## config.mk

```make
export PLATFORM = sky130hd
export DESIGN_NAME = amfr_fault_report_control
export DESIGN_NICKNAME = d
export VERILOG_FILES = /design/src/amfr_pkg.sv /design/src/amfr_fault_report_control.sv /design/src/amfr_hold_cell.sv
export VERILOG_INCLUDE_DIRS = /design/src
export SDC_FILE = /design/constraint.sdc
export NUM_CORES = 1
export LEC_CHECK = 0
export BUFFER_PORTS_ARGS = -buffer_cell sky130_fd_sc_hd__buf_2
export CORE_ASPECT_RATIO = 1.1
export CORE_MARGIN = 2
export CORE_UTILIZATION = 50
export CTS_CLUSTER_DIAMETER = 60
export CTS_CLUSTER_SIZE = 30
export DETAILED_ROUTE_END_ITERATION = 6
export PLACE_DENSITY = 0.74
export SETUP_SLACK_MARGIN = 0.05
export SLEW_MARGIN = 20
export SYNTH_ARGS = -nofsm -noshare
export SYNTH_HDL_FRONTEND = slang
export SYNTH_SLANG_ARGS = --single-unit
```

## constraint.sdc

```tcl
create_clock -name core_clk_i -period 1.59 [get_ports core_clk_i]
set_input_delay 0.2385 -clock core_clk_i [delete_from_list [all_inputs] [get_ports core_clk_i]]
set_output_delay 0.2385 -clock core_clk_i [all_outputs]
set_load 0.02 [all_outputs]
```

## src/amfr_defines.svh

```systemverilog
// Offsets, field positions, reset values of the fault report control bank.
// Assumes an 8-bit register index and 8-bit data from the control port.
`ifndef AMFR_DEFINES_SVH
`define AMFR_DEFINES_SVH

// Register offsets
`define AMFR_OFS_CHANNEL_STATUS 8'h70
`define AMFR_OFS_GLOBAL_STATUS1 8'h71
`define AMFR_OFS_GLOBAL_STATUS2 8'h72
`define AMFR_OFS_WARNING_STATUS 8'h73
`define AMFR_OFS_REPORT_MASK 8'h74
`define AMFR_OFS_LATCH_CONTROL 8'h75
`define AMFR_OFS_MISC_CONTROL 8'h76
`define AMFR_OFS_CLEAR_COMMAND 8'h78

// Reset values
`define AMFR_RST_REPORT_MASK 8'h00
`define AMFR_RST_LATCH_CONTROL 8'hf8
`define AMFR_RST_MISC_CONTROL 8'h00
`define AMFR_RST_CLEAR_COMMAND 8'h00

// Report mask fields
`define AMFR_BIT_THERMAL_SHUTDOWN_MASK 7
`define AMFR_BIT_LOGIC_LOW_MASK 6
`define AMFR_BIT_LOGIC_HIGH_MASK 5
`define AMFR_BIT_CLOCK_MASK 4
`define AMFR_BIT_POWER_LOW_MASK 3
`define AMFR_BIT_POWER_HIGH_MASK 2
`define AMFR_BIT_OFFSET_MASK 1
`define AMFR_BIT_OVERLOAD_MASK 0

// Latch control fields
`define AMFR_BIT_CLOCK_HOLD 5
`define AMFR_BIT_SHUTDOWN_HOLD 4
`define AMFR_BIT_WARNING_HOLD 3
`define AMFR_BIT_WARNING_MASK 2

// Misc control fields
`define AMFR_BIT_DETECT_HOLD 7
`define AMFR_BIT_AUTO_RECOVER 4

// Clear command field
`define AMFR_BIT_ANALOG_CLEAR 7

// Status fields
`define AMFR_BIT_LEFT_OFFSET 3
`define AMFR_BIT_RIGHT_OFFSET 2
`define AMFR_BIT_LEFT_OVERLOAD 1
`define AMFR_BIT_RIGHT_OVERLOAD 0
`define AMFR_BIT_STATUS_CLOCK 2
`define AMFR_BIT_STATUS_POWER_HIGH 1
`define AMFR_BIT_STATUS_POWER_LOW 0
`define AMFR_BIT_STATUS_SHUTDOWN 0
`define AMFR_BIT_STATUS_WARNING 2

`endif

```

## src/amfr_pkg.sv

```systemverilog
// Types shared by the fault report control bank.
// Assumes nothing beyond a SystemVerilog compiler.
package amfr_pkg;

  // Raw fault conditions from the analog monitors
  typedef struct packed {
    logic thermal_shutdown_fault;
    logic thermal_warning;
    logic digital_supply_low;
    logic digital_supply_high;
    logic clock_error;
    logic power_stage_supply_low;
    logic power_stage_supply_high;
    logic left_offset;
    logic right_offset;
    logic left_overload;
    logic right_overload;
    logic clock_detect;
  } amfr_fault_src_type;

  // Register port request from the control port
  typedef struct packed {
    logic wr;
    logic rd;
    logic [7:0] addr;
    logic [7:0] wdata;
  } amfr_reg_req_type;

endpackage

```

## src/amfr_fault_report_control.sv

```systemverilog
// Fault report control bank: masks, hold enables, auto recovery, clear, status.
// Assumes a control port on core_clk_i giving index, data and strobes;
// raw fault sources come from analog monitors and are synchronised here.
`timescale 1ns/1ps
`default_nettype none
`include "amfr_defines.svh"

module amfr_fault_report_control (
  // Clock, reset, enable
  input wire logic core_clk_i,
  input wire logic rst_i,
  input wire logic ce_i,
  // Register port
  input wire amfr_pkg::amfr_reg_req_type reg_req_i,
  output logic [7:0] reg_rdata_o,
  // Raw fault sources, asynchronous
  input wire amfr_pkg::amfr_fault_src_type fault_src_i,
  // Fault report and status
  output logic fault_report_n_o,
  output logic thermal_shutdown_active_o,
  output logic clock_detect_status_o
);

  amfr_pkg::amfr_fault_src_type sync1_q;
  amfr_pkg::amfr_fault_src_type sync2_q;
  logic [7:0] mask_q;
  logic [7:0] latch_q;
  logic [7:0] misc_q;
  logic [6:0] clear_spare_q;
  logic [7:0] rdata_q;
  logic report_n_q;
  logic det_q;
  logic wr_mask;
  logic wr_latch;
  logic wr_misc;
  logic wr_clear;
  logic analog_clear;
  logic thermal_shutdown_fault_flag;
  logic otw_flag;
  logic clk_flag;
  logic [3:0] chan_flag;
  logic [3:0] chan_src;
  logic [8:0] rep_src;
  logic [8:0] rep_en;
  logic report_d;
  logic det_d;
  logic [7:0] rd_mux;
  logic [7:0] chan_status;
  logic [7:0] global1_status;
  logic [7:0] global2_status;
  logic [7:0] warn_status;

  // Two-stage synchroniser; only the second stage feeds logic
  always_ff @(posedge core_clk_i) begin
    if (rst_i) begin
      sync1_q <= '0;
      sync2_q <= '0;
    end else if (ce_i) begin
      sync1_q <= fault_src_i;
      sync2_q <= sync1_q;
    end
  end

  // Write decode
  assign wr_mask = reg_req_i.wr && (reg_req_i.addr == `AMFR_OFS_REPORT_MASK);
  assign wr_latch = reg_req_i.wr && (reg_req_i.addr == `AMFR_OFS_LATCH_CONTROL);
  assign wr_misc = reg_req_i.wr && (reg_req_i.addr == `AMFR_OFS_MISC_CONTROL);
  assign wr_clear = reg_req_i.wr && (reg_req_i.addr == `AMFR_OFS_CLEAR_COMMAND);
  assign analog_clear = ce_i && wr_clear && reg_req_i.wdata[`AMFR_BIT_ANALOG_CLEAR];

  // Control registers; reserved bits are stored as plain read/write bits
  always_ff @(posedge core_clk_i) begin
    if (rst_i) begin
      mask_q <= `AMFR_RST_REPORT_MASK;
      latch_q <= `AMFR_RST_LATCH_CONTROL;
      misc_q <= `AMFR_RST_MISC_CONTROL;
      clear_spare_q <= 7'(`AMFR_RST_CLEAR_COMMAND); // Bit 7 of the reset value is the unstored clear bit
    end else if (ce_i) begin
      if (wr_mask) mask_q <= reg_req_i.wdata;
      if (wr_latch) latch_q <= reg_req_i.wdata;
      if (wr_misc) misc_q <= reg_req_i.wdata;
      if (wr_clear) clear_spare_q <= reg_req_i.wdata[6:0]; // Clear bit itself is never stored
    end
  end

  // Fault flags with their hold behaviour
  amfr_hold_cell u_thermal_shutdown_fault (
    .core_clk_i(core_clk_i),
    .rst_i(rst_i),
    .ce_i(ce_i),
    .source_i(sync2_q.thermal_shutdown_fault),
    .hold_en_i(latch_q[`AMFR_BIT_SHUTDOWN_HOLD]),
    .clear_i(analog_clear),
    .auto_release_i(misc_q[`AMFR_BIT_AUTO_RECOVER]),
    .flag_o(thermal_shutdown_fault_flag)
  );

  amfr_hold_cell u_otw (
    .core_clk_i(core_clk_i),
    .rst_i(rst_i),
    .ce_i(ce_i),
    .source_i(sync2_q.thermal_warning),
    .hold_en_i(latch_q[`AMFR_BIT_WARNING_HOLD]),
    .clear_i(analog_clear),
    .auto_release_i(1'b0),
    .flag_o(otw_flag)
  );

  amfr_hold_cell u_clk (
    .core_clk_i(core_clk_i),
    .rst_i(rst_i),
    .ce_i(ce_i),
    .source_i(sync2_q.clock_error),
    .hold_en_i(latch_q[`AMFR_BIT_CLOCK_HOLD]),
    .clear_i(analog_clear),
    .auto_release_i(1'b0),
    .flag_o(clk_flag)
  );

  // Output offset and overload flags are always held until the analog clear
  assign chan_src = {sync2_q.left_offset, sync2_q.right_offset, sync2_q.left_overload, sync2_q.right_overload};

  for (genvar g = 0; g < 4; g++) begin : g_chan
    amfr_hold_cell u_chan (
      .core_clk_i(core_clk_i),
      .rst_i(rst_i),
      .ce_i(ce_i),
      .source_i(chan_src[g]),
      .hold_en_i(1'b1),
      .clear_i(analog_clear),
      .auto_release_i(1'b0),
      .flag_o(chan_flag[g])
    );
  end

  // Report sources lined up with the mask bit positions, warning on top
  assign rep_src = {otw_flag, thermal_shutdown_fault_flag, sync2_q.digital_supply_low, sync2_q.digital_supply_high, clk_flag,
                    sync2_q.power_stage_supply_low, sync2_q.power_stage_supply_high,
                    chan_flag[3] | chan_flag[2], chan_flag[1] | chan_flag[0]};
  assign rep_en = {~latch_q[`AMFR_BIT_WARNING_MASK], ~mask_q};
  assign report_d = |(rep_src & rep_en);

  // Clock detect status follows live unless held; analog clear drops a held copy
  assign det_d = sync2_q.clock_detect | (misc_q[`AMFR_BIT_DETECT_HOLD] & det_q & ~analog_clear);

  // Status images
  assign chan_status = {4'h0, chan_flag};
  assign global1_status = {5'h00, clk_flag, sync2_q.power_stage_supply_high, sync2_q.power_stage_supply_low};
  assign global2_status = {7'h00, thermal_shutdown_fault_flag};
  assign warn_status = {5'h00, otw_flag, 2'h0};

  // Read select; unmapped indexes read as zero, the clear command reads bit 7 as zero
  assign rd_mux = (reg_req_i.addr == `AMFR_OFS_CHANNEL_STATUS) ? chan_status :
                  (reg_req_i.addr == `AMFR_OFS_GLOBAL_STATUS1) ? global1_status :
                  (reg_req_i.addr == `AMFR_OFS_GLOBAL_STATUS2) ? global2_status :
                  (reg_req_i.addr == `AMFR_OFS_WARNING_STATUS) ? warn_status :
                  (reg_req_i.addr == `AMFR_OFS_REPORT_MASK) ? mask_q :
                  (reg_req_i.addr == `AMFR_OFS_LATCH_CONTROL) ? latch_q :
                  (reg_req_i.addr == `AMFR_OFS_MISC_CONTROL) ? misc_q :
                  (reg_req_i.addr == `AMFR_OFS_CLEAR_COMMAND) ? {1'b0, clear_spare_q} :
                  8'h00;

  // Registered outputs; report pin is active low, high means no fault
  always_ff @(posedge core_clk_i) begin
    if (rst_i) begin
      rdata_q <= 8'h00;
      report_n_q <= 1'b1;
      det_q <= 1'b0;
    end else if (ce_i) begin
      if (reg_req_i.rd) rdata_q <= rd_mux;
      report_n_q <= ~report_d;
      det_q <= det_d;
    end
  end

  assign reg_rdata_o = rdata_q;
  assign fault_report_n_o = report_n_q;
  assign thermal_shutdown_active_o = thermal_shutdown_fault_flag;
  assign clock_detect_status_o = det_q;

  thermal_shutdown_fault_mask_a: assert property (@(posedge core_clk_i) disable iff (rst_i)
    ce_i && rep_src == 9'h080 && mask_q[7] |=> fault_report_n_o)
    else $error("masked thermal shutdown reported");

  logic_low_a: assert property (@(posedge core_clk_i) disable iff (rst_i)
    ce_i && rep_src == 9'h040 && !mask_q[6] |=> !fault_report_n_o)
    else $error("digital supply low not reported");

  clock_mask_a: assert property (@(posedge core_clk_i) disable iff (rst_i)
    ce_i && rep_src == 9'h010 && mask_q[4] |=> fault_report_n_o)
    else $error("masked clock fault reported");

  power_low_a: assert property (@(posedge core_clk_i) disable iff (rst_i)
    ce_i && rep_src == 9'h008 && !mask_q[3] |=> !fault_report_n_o)
    else $error("power supply low not reported");

  overload_mask_a: assert property (@(posedge core_clk_i) disable iff (rst_i)
    ce_i && rep_src == 9'h001 && mask_q[0] |=> fault_report_n_o)
    else $error("masked overload reported");

  warn_mask_a: assert property (@(posedge core_clk_i) disable iff (rst_i)
    ce_i && rep_src == 9'h100 && latch_q[2] |=> fault_report_n_o)
    else $error("masked thermal warning reported");

  clock_hold_a: assert property (@(posedge core_clk_i) disable iff (rst_i)
    ce_i && clk_flag && latch_q[5] && !analog_clear |=> clk_flag)
    else $error("held clock fault dropped");

  detect_live_a: assert property (@(posedge core_clk_i) disable iff (rst_i)
    ce_i && !misc_q[7] |=> clock_detect_status_o == $past(sync2_q.clock_detect))
    else $error("unheld clock detect not following source");

  auto_recover_a: assert property (@(posedge core_clk_i) disable iff (rst_i)
    ce_i && misc_q[4] && !sync2_q.thermal_shutdown_fault |=> !thermal_shutdown_fault_flag)
    else $error("thermal shutdown did not auto recover");

  analog_clear_a: assert property (@(posedge core_clk_i) disable iff (rst_i)
    analog_clear && !sync2_q.thermal_warning |=> !otw_flag)
    else $error("analog clear left warning held");

  chan_read_a: assert property (@(posedge core_clk_i) disable iff (rst_i)
    ce_i && reg_req_i.rd && reg_req_i.addr == `AMFR_OFS_CHANNEL_STATUS |=> reg_rdata_o == {4'h0, $past(chan_flag)})
    else $error("channel status readback wrong");

  warn_read_a: assert property (@(posedge core_clk_i) disable iff (rst_i)
    ce_i && reg_req_i.rd && reg_req_i.addr == `AMFR_OFS_WARNING_STATUS |=> reg_rdata_o[2] == $past(otw_flag))
    else $error("warning status readback wrong");

endmodule // amfr_fault_report_control

`default_nettype wire

```

## src/amfr_hold_cell.sv

```systemverilog
// One fault flag that either follows its source or holds it until cleared.
// Assumes a source already synchronised to core_clk_i.
`timescale 1ns/1ps
`default_nettype none

module amfr_hold_cell (
  // Clock and reset
  input wire logic core_clk_i,
  input wire logic rst_i,
  input wire logic ce_i,
  // Control
  input wire logic source_i,
  input wire logic hold_en_i,
  input wire logic clear_i,
  input wire logic auto_release_i,
  // Flag
  output logic flag_o
);

  logic flag_q;
  logic keep;
  logic flag_d;

  // Source setting wins over a clear in the same cycle
  assign keep = hold_en_i & flag_q & ~clear_i & ~auto_release_i;
  assign flag_d = source_i | keep;
  assign flag_o = flag_q;

  always_ff @(posedge core_clk_i) begin
    if (rst_i) begin
      flag_q <= 1'b0;
    end else if (ce_i) begin
      flag_q <= flag_d;
    end
  end

  // A held flag stays until clear or release
  hold_keep_a: assert property (@(posedge core_clk_i) disable iff (rst_i)
    ce_i && flag_q && hold_en_i && !clear_i && !auto_release_i |=> flag_q)
    else $error("held fault flag dropped without clear");

  // Set wins over clear
  set_over_clear_a: assert property (@(posedge core_clk_i) disable iff (rst_i)
    ce_i && source_i && clear_i |=> flag_q)
    else $error("fault event lost in clear cycle");

endmodule // amfr_hold_cell

`default_nettype wire

```

==> results of run 1 <==
placed cells by master, fill, tap and decap left out, types with 5 or more instances in the layout:
master    instances
a211o_1           5
a21oi_1           6
a22oi_1           6
and3_1            6
buf_2            43
buf_4            35
clkbuf_8          9
dfxtp_1          72
inv_1             7
mux2i_1          59
nand2_1           8
nand3_1           5
nor2_1           65
o21ai_0          11
worst paths after layout:
kind | to | slack [ns] | depth (start not counted)
worst min register to register | reg_rdata_o[5]$_SDFFE_PP0P_ | 0.47 | 2
worst max-delay path | reg_rdata_o[3]$_SDFFE_PP0P_ | 0.20 | 7
worst max register to register | reg_rdata_o[2]$_SDFFE_PP0P_ | 0.28 | 4
worst min-delay path | sync1_q[11]$_SDFFE_PP0P_ | 0.12 | 3
worst reg2reg max path: stages, from the launching register on:
cell and delay, ns:
dfxtp_1 0.36, inv_1 0.09, a2111oi_0 0.50, a221oi_1 0.12
o21ai_0 0.19
through the flow:
| stage | area, um^2 | hold slack (ns) | std cells | worst slack, ns |
|---|---|---|---|---|
| final | 3855 | 0.1229 | 484 | 0.2002 |
| after global routing | 3855 | 0.1252 | 484 | 0.07124 |
| after CTS | 3847 | 0.1110 | 484 | 0.2412 |
| after detailed placement | 3643 | 0.4519 | 468 | -0.07022 |
| after global placement | 3643 | 0.4395 | 468 | -0.08684 |
| after floorplan | 3184 | 0.3824 | 332 | 0.01136 |
routing by layer:
metal / part of all wire [%] / global-route usage [%]
met5: 0 / 0
met4: 2.9 / 13.17
met2: 48 / 39.04
met1: 43 / 30.76
met3: 6.3 / 6.328
power by group:
part           internal [mW]  switching (mW)
combinational          0.156           0.195
clock                  0.739           0.728
sequential              1.84          0.0262
cell type report:
cell class	count	share of cell area [%]
clock inverter	7	2.077
inverter	7	0.6816
clock buffer	9	3.213
tap	80	2.597
sequential	72	37.39
timing repair buffer	79	12.92
multi-input combinational	230	41.12
cell families after synthesis:
group	after synthesis
simple gates	118
buf+inv	30
mux	60
flops	72
compound gates	52
sequential cells by signal (all words and copies together), names as in the netlist:
signal                           count
chan_src                             4
clear_spare_q                        7
clock_detect_status_o                1
fault_report_n_o                     1
g_chan.u_chan.flag_o                 4
global1_status                       2
latch_q                              8
mask_q                               8
misc_q                               8
reg_rdata_o                          8
rep_src                              2
sync1_q                             12
sync2_q                              4
u_clk.flag_o                         1
u_otw.flag_o                         1
u_thermal_shutdown_fault.flag_o      1
==> summary.txt, run 1 <==
Outcome
  – Status: finished clean

Timing
  – Upper clock frequency limit: 719.5 MHz
  – Fin Clk Skew: approximately 0.012 ns
  – Max-slew violation count: 0
  – Tcrit/Tclk final: 87.41%
  – Final hold vios: 0
  – Unrepaired setup endpoints after global routing: no
  – Final TNS setup: 0 ns
  – Final setup fails: 0
  – Worst-Margin Slew: about 0.53 ns
  – Clock period minus worst slack: around 1.4 ns
  – Slew margin rel.: 64.06%

Logic synthesis
  – XOR/XNOR share of the synthesized area: 0%
  – Synth Area in Simple Gates: 18.78%
  – Most used flip-flop cell after synthesis: dfxtp_1
  – Synth top area cells: dfxtp_1, mux2i_1, nor2_1
  – Largest family of logic cells by synthesized area: multiplexers
  – Post-synth top area share: 45.84%
  – Synth Instances: 332
  – Synth Cell Area: between 0.003 and 0.004 mm^2
  – Syn nets: roughly 370
  – Yosys Warn Count: 0
  – Mean post-synth cell area: 9.471 um^2
  – Synth area leader: dfxtp_1
  – Yosys reg bits: ~70
  – Multiplexer share of the synthesized area: 19.14%
  – Sequential share of the synthesized area: between 40% and 50%
  – Post-synth EDFFs: 0
  – Top-count cell post-synth: dfxtp_1
  – Yosys cell types: 45
  – Post-synthesis adder-cell area fraction: 0%
  – Post-synthesis compound-gate area fraction: 12.02%
  – Top cells by count, synth: dfxtp_1, nor2_1, mux2i_1
  – Async SR Flop Fraction: 0%

Clocking
  – CTS tree: done
  – Hold-fix buffers at CTS: 0
  – CTS Sinks: 72
  – Worst-Skew Late Latency: about 0.35 ns
  – Post-cts sizing count: 0
  – Setup Buffers After CTS: 0
  – CTS clk-pin slew, worst paths: 0.08 ns
  – Root Driver: clkbuf_8
  – CTS Buffer Depth: 2
  – CTS Buf Count: 9
  – CTS HTree Levels: 3

Floorplanning
  – Ports: 44
  – Die Wd: 79.61 um
  – Vert. Die Dim: 87.17 um
  – # rows: 30
  – Core box area: slightly above 0.006 mm^2
  – Starting Density: 51.39%
  – Die area: 0.006940 mm^2

Cells and area
  – Final net count: 432
  – Area occupied by multi-input gates: 0.001585 mm^2
  – Seq. cell area: ~0.0014 mm^2
  – Layout cells sized above 1: between 20% and 30%
  – Diode count: 0
  – Layout Area Growth over Synthesis: 22.60%
  – Filler cells: 533
  – Fin util: 63.01%

Critical path
  – CP required: approximately 1.9 ns
  – Setup crit start: reg_req_i[15]
  – Buf+Inv Stages, Crit Path: 3
  – Type of element launching the critical path: primary input
  – Crit path capture type: flop
  – Worst EP arrival: 1.68 ns
  – Worst path max stage delay: 0.48 ns
  – Family with the most delay on the worst path: simple AND/OR/NAND/NOR gates
  – Crit-path slowest cell: nor3_1
  – CP Cell Sequence: buf_2, nand4b_1, buf_4, nor3_1, buf_4, a221oi_1, a21oi_1
  – CP dominant cell by count: buf_4
  – RR Startpoint: u_clk.flag_o$_SDFFE_PP0P_
  – Critical path type: in2reg
  – CP max FO: 11

Drt
  – Final ANT Viol Nets: 0
  – WL/cell: between 15 and 20 um
  – DRC: 0
  – TritonRoute pass-1 iters: 5
  – Drt via density: 5.674
  – WL final: about 8000 um
  – DR iter-0 viols: roughly 190
  – Routed via count: 2746

Power
  – Total Power: 3.687 mW
  – P_leak: 1.727 nW
  – Maximum VDD drop: 0.0005883 V
  – Pwr/cell area: 956.5 mW/mm^2

Hold path
  – Hold path start: fault_src_i[11]
  – Hold Crit Class: in2reg

GRT
  – GRT Util Overall: between 20% and 30%
  – First-pass GRT wire length: 13100 um
  – Vias in the first global route: 2674
  – Gr ovfl total: 0
  – Initial antenna violation count: 0
  – Largest net degree at the start of global routing: 34

Place
  – Port bufs: 43
  – Routability cong.: 0.9260
  – Detailed placement HPWL: 5910 um

Run
  – MaxCap Viol Count: 0
Power figures use the tool's default switching activity.
==> run 2: changes to the inputs <==
- PLACE_DENSITY: 0.74 -> 0.82
==> run 2 against run 1 <==
Largest cell class unchanged. Cell count shrank 0.41%. Sequential cell count is the same. Sequential share of layout area grew 0.073 points. Via count shrank 0.33%. Largest power group unchanged. Critical endpoint is now reg_rdata_o[1]$_SDFFE_PP0P_. Total power grew 3.3%. Final area shrank 0.19%. Clock-buffer cell count grew 1. Global-route usage shrank 0.61 points. Hold slack lost 0.011 ns. Register-to-register slack lost 0.07 ns.
==> summary.txt, run 2 (synthesized netlist as in run 1, its figures left out) <==
Outcome
  – Status: finished clean

Cells and area
  – Max FFs per register: 12
  – Leading cell types in the layout, fill and taps excluded: dfxtp_1, nor2_1, mux2i_1
  – Fin util: 62.88%
  – Diode count: 0
  – Top reg by flops: sync1_q
  – Commonest non-fill, non-tap cell in the layout: dfxtp_1
  – Final cell count without fillers: 482
  – Layout cells sized above 1: 23.88%
  – Finished Cell Area: 0.003847 mm^2
  – Layout Area Growth over Synthesis: 22.36%
  – Final net count: 430

Hold path
  – Hold path start: fault_src_i[5]
  – Hold path depth: 3
  – Hold Crit Class: in2reg
  – WHS Endpoint: sync1_q[5]$_SDFFE_PP0P_

Timing
  – Unrepaired setup endpoints after global routing: no
  – Final hold vios: 0
  – Final TNS setup: 0 ns
  – Clock period minus worst slack: roughly 1.4 ns
  – Fin Clk Skew: 0.007919 ns
  – Tcrit/Tclk final: 86.60%
  – Final setup fails: 0
  – Upper clock frequency limit: 726.3 MHz
  – Slew margin rel.: approximately 70%
  – Final setup margin: 0.2131 ns
  – Hold Slack: 0.1119 ns
  – Worst-Margin Slew: 0.4526 ns
  – Max-slew violation count: 0

Critical path
  – CP max FO: 3
  – Crit-path slowest cell: a2111oi_0
  – CP Cell Sequence: mux2i_1, o41ai_1, a2111oi_0, nor4_1
  – RR Startpoint: global1_status[1]$_SDFFE_PP0P_
  – Type of element launching the critical path: flop
  – Family with the most delay on the worst path: compound AO/OA/AOI/OAI gates
  – CP required: 1.82 ns
  – Reg2Reg Depth: 4
  – Critical path type: reg2reg
  – Worst path max stage delay: 0.47 ns
  – Reg2Reg Capture Point: reg_rdata_o[1]$_SDFFE_PP0P_
  – Worst EP arrival: 1.61 ns
  – Flop-to-flop setup slack: roughly 0.21 ns
  – Buf+Inv Stages, Crit Path: 0
  – Crit path capture type: flop

Power
  – Total Power: 3.810 mW
  – Maximum VDD drop: roughly 0.00066 V
  – Pwr/cell area: 990.2 mW/mm^2
  – P_leak: 1.724 nW

Clocking
  – Post-cts sizing count: 0
  – CTS Sinks: 72
  – Worst-Skew Late Latency: 0.35 ns
  – CTS Buffer Depth: 2
  – Root Driver: clkbuf_8
  – Setup Buffers After CTS: 0
  – CTS tree: done
  – Hold-fix buffers at CTS: 0
  – CTS HTree Levels: 3
  – CTS Buf Count: 9
  – CTS clk-pin slew, worst paths: 0.08 ns

Floorplanning
  – Core box area: 0.006118 mm^2
  – Die Wd: 79.61 um
  – Starting Density: 51.39%
  – Die area: just under 0.007 mm^2
  – Ports: 44
  – # rows: 30
  – Vert. Die Dim: 87.17 um

GRT
  – Largest net degree at the start of global routing: 41
  – Gr ovfl total: 0
  – GRT Util Overall: 24.04%
  – Vias in the first global route: 2588
  – First-pass GRT wire length: 12690 um
  – Initial antenna violation count: 0

Place
  – Detailed placement HPWL: ~5800 um
  – Dpl ws: -0.03005 ns
  – DP Area: 0.003628 mm^2
  – Port bufs: 43
  – Cell total after placement: around 470
  – Routability cong.: 0.9562

Drt
  – Final ANT Viol Nets: 0
  – TritonRoute pass-1 iters: 5
  – Drt via density: roughly 5.7
  – DR iter-0 viols: approximately 260
  – WL/cell: 16.43 um
  – DRC: 0
  – Routed via count: 2737
  – WL final: 7920 um

Run
  – MaxCap Viol Count: 0
==> run 2: cell types whose count changed in the layout (fill, tap and decap cells not counted), sizes merged <==
cell | previous run | this run
inv | 9 | 8
buf | 79 | 77
clkinvlp | 2 | 3
bufinv | 1 | 2
clkbuf | 9 | 10
clkinv | 2 | 0
==> run 2: worst max-delay path by stage <==
stage	cells past startpoint	slack, ns	start	end
floorplan	6	0.01	reg_req_i[11]	mask_q[7]$_SDFFE_PP0P_
global route	4	0.15	global1_status[1]$_SDFFE_PP0P_	reg_rdata_o[1]$_SDFFE_PP0P_
CTS	4	0.26	global1_status[1]$_SDFFE_PP0P_	reg_rdata_o[1]$_SDFFE_PP0P_
detailed placement	6	-0.03	reg_req_i[15]	reg_rdata_o[1]$_SDFFE_PP0P_
finish	4	0.21	global1_status[1]$_SDFFE_PP0P_	reg_rdata_o[1]$_SDFFE_PP0P_
global placement	6	0.0008	reg_req_i[15]	reg_rdata_o[1]$_SDFFE_PP0P_
==> run 2: cell type report <==
class	instances	area [um^2]
clock buffers	10	127.6
clock inverters	6	91.34
fillers	499	2271
inverters	7	26.28
multi-input cells	230	1578
flip-flops and latches	72	1441
well taps	80	100.1
repair buffers	77	483.0
==> run 2: metal layers <==
layer | vias to the layer above | track usage, % | part of all wire, %
li1 | 1324 | - | -
met1 | 1305 | 31.24 | 44
met2 | 87 | 37.97 | 47
met3 | 21 | 6.017 | 5.5
met4 | 0 | 10.34 | 3.0
met5 | - | 0 | 0
==> run 2: report_power, final <==
part	total (mW)	internal, mW	switching [mW]
Sequential	1.87	1.84	0.0256
Combinational	0.342	0.153	0.189
Clock	1.60	0.888	0.711
==> run 2: worst reg2reg max path: stages, from the launching register on <==
cell,delay [ns]
dfxtp_1,0.34
mux2i_1,0.24
o41ai_1,0.12
a2111oi_0,0.47
nor4_1,0.09
==> run 3: changes to the inputs <==
- REMOVE_ABC_BUFFERS: default -> 1
==> run 3 against run 2 <==
Non-clock buffer count unchanged. Core utilization is 0.061 points lower. Sequential share of layout area hardly changed. Largest power group unchanged. Highest routed layer unchanged.
==> summary.txt, run 3 (synthesized netlist as in run 1, its figures left out) <==
Power
  – Comb power frac: 9.5%
  – Clock network power share: 40.1%
  – Net Sw Frac: 25.34%
  – Maximum VDD drop: 0.0006203 V
  – Seq pwr share: 50.4%
  – P_leak: 1.726 nW
  – Total Power: 3.709 mW
  – Pwr/cell area: 965.0 mW/mm^2
  – Net Sw Power: 939.7 uW
  – Internal: about 2.8 mW

Critical path
  – Worst EP arrival: 1.58 ns
  – Type of element launching the critical path: flop
  – CP Cell Sequence: mux2i_1, o41ai_2, a2111oi_0, nor4_1
  – Buf+Inv Stages, Crit Path: 0
  – CP max FO: 3
  – Worst path max stage delay: 0.47 ns
  – CP required: 1.82 ns
  – Critical path type: reg2reg
  – Family with the most delay on the worst path: compound AO/OA/AOI/OAI gates
  – Crit path capture type: flop
  – Crit-path slowest cell: a2111oi_0

Cells and area
  – Finished Cell Area: 0.003844 mm^2
  – Final cell count without fillers: 482
  – Layout cells sized above 1: 24.13%
  – Leading cell types in the layout, fill and taps excluded: dfxtp_1, nor2_1, mux2i_1
  – Top reg by flops: sync1_q
  – Layout Area Growth over Synthesis: 22.24%
  – Fin util: 62.82%
  – Max FFs per register: 12
  – Commonest non-fill, non-tap cell in the layout: dfxtp_1
  – Diode count: 0
  – Final net count: 430

Timing
  – Final setup fails: 0
  – Worst-Margin Slew: between 0.4 and 0.5 ns
  – Final hold vios: 0
  – Slew margin rel.: 68.86%
  – Final setup margin: between 0.2 and 0.25 ns
  – Hold Slack: 0.1093 ns
  – Clock period minus worst slack: 1.354 ns
  – Tcrit/Tclk final: between 80 and 90%
  – Fin Clk Skew: 0.007859 ns
  – Upper clock frequency limit: 738.6 MHz
  – Unrepaired setup endpoints after global routing: no
  – Final TNS setup: 0 ns
  – Max-slew violation count: 0

Clocking
  – CTS Buf Count: 9
  – CTS Buffer Depth: 2
  – CTS Sinks: 72
  – Post-cts sizing count: 0
  – Root Driver: clkbuf_8
  – CTS tree: done
  – CTS clk-pin slew, worst paths: 0.08 ns
  – Setup Buffers After CTS: 0
  – CTS HTree Levels: 3
  – Hold-fix buffers at CTS: 0
  – Worst-Skew Late Latency: 0.36 ns

Floorplanning
  – Core box area: 0.006118 mm^2
  – # rows: 30
  – Die area: 0.006940 mm^2
  – Die Wd: 79.61 um
  – Ports: 44
  – Vert. Die Dim: between 80 and 90 um
  – Starting Density: 51.39%

Place
  – Port bufs: 43
  – Routability cong.: about 0.9
  – Dpl ws: -0.1545 ns
  – Cell total after placement: ~470
  – DP Area: 0.003633 mm^2
  – Detailed placement HPWL: around 6000 um

GRT
  – GRT Util Overall: 24.93%
  – Initial antenna violation count: 0
  – Vias in the first global route: 2672
  – First-pass GRT wire length: 12970 um
  – Largest net degree at the start of global routing: 47
  – Gr ovfl total: 0

Drt
  – TritonRoute pass-1 iters: 6
  – Final ANT Viol Nets: 0
  – Routed via count: 2824
  – WL/cell: 17.16 um
  – WL final: just over 8000 um
  – DR iter-0 viols: between 300 and 400
  – Drt via density: just under 6
  – DRC: 0

Run
  – MaxCap Viol Count: 0

Outcome
  – Status: finished clean

Hold path
  – Hold Crit Class: in2reg
run 3: cell count changes in the layout (fill, tap and decap cells not counted), sizes merged:
cell / delta
clkinv: +2
bufinv: -1
clkinvlp: -2
inv: +1
run 3: final cells by class:
| class | instances | area (um^2) |
|---|---|---|
| multi-input cells | 230 | 1578 |
| clock inverters | 6 | 65.06 |
| repair buffers | 77 | 495.5 |
| well taps | 80 | 100.1 |
| clock buffers | 10 | 137.6 |
| flip-flops and latches | 72 | 1441 |
| inverters | 7 | 26.28 |
| fillers | 509 | 2275 |
run 3: per-layer routing:
metal / up-vias / wire length (um) / global-route usage (%)
met2: 125 / 4095 / 42.17
met5: - / 0 / 0
met1: 1352 / 3482 / 30.48
li1: 1324 / - / -
met3: 23 / 483 / 4.461
met4: 0 / 208 / 12.23
run 3: final timing paths:
| kind | slack [ns] | endpoint | cells after the start | startpoint |
|---|---|---|---|---|
| setup reg to reg | 0.24 | reg_rdata_o[1]$_SDFFE_PP0P_ | 4 | global1_status[1]$_SDFFE_PP0P_ |
| setup / recovery | 0.24 | reg_rdata_o[1]$_SDFFE_PP0P_ | 4 | global1_status[1]$_SDFFE_PP0P_ |
| hold / removal | 0.11 | sync1_q[9]$_SDFFE_PP0P_ | 3 | fault_src_i[9] |
| hold reg to reg | 0.47 | latch_q[6]$_SDFFE_PP1P_ | 1 | latch_q[6]$_SDFFE_PP1P_ |
run 3: power by group through the flow:
stage                     Sequential, mW  Combinational (mW)  Clock [mW]
after CTS                           1.87               0.346        1.51
after detailed placement            1.91               0.342           0
after global placement              1.91               0.338           0
after floorplan                     1.91               0.130           0
after global routing                1.87               0.377        1.58
final                               1.87               0.351        1.49
run 3: worst register-to-register path, stage by stage, from the launching register on:
cell       delay [ns]
dfxtp_1          0.33
mux2i_1          0.22
o41ai_2          0.10
a2111oi_0        0.47
nor4_1           0.10
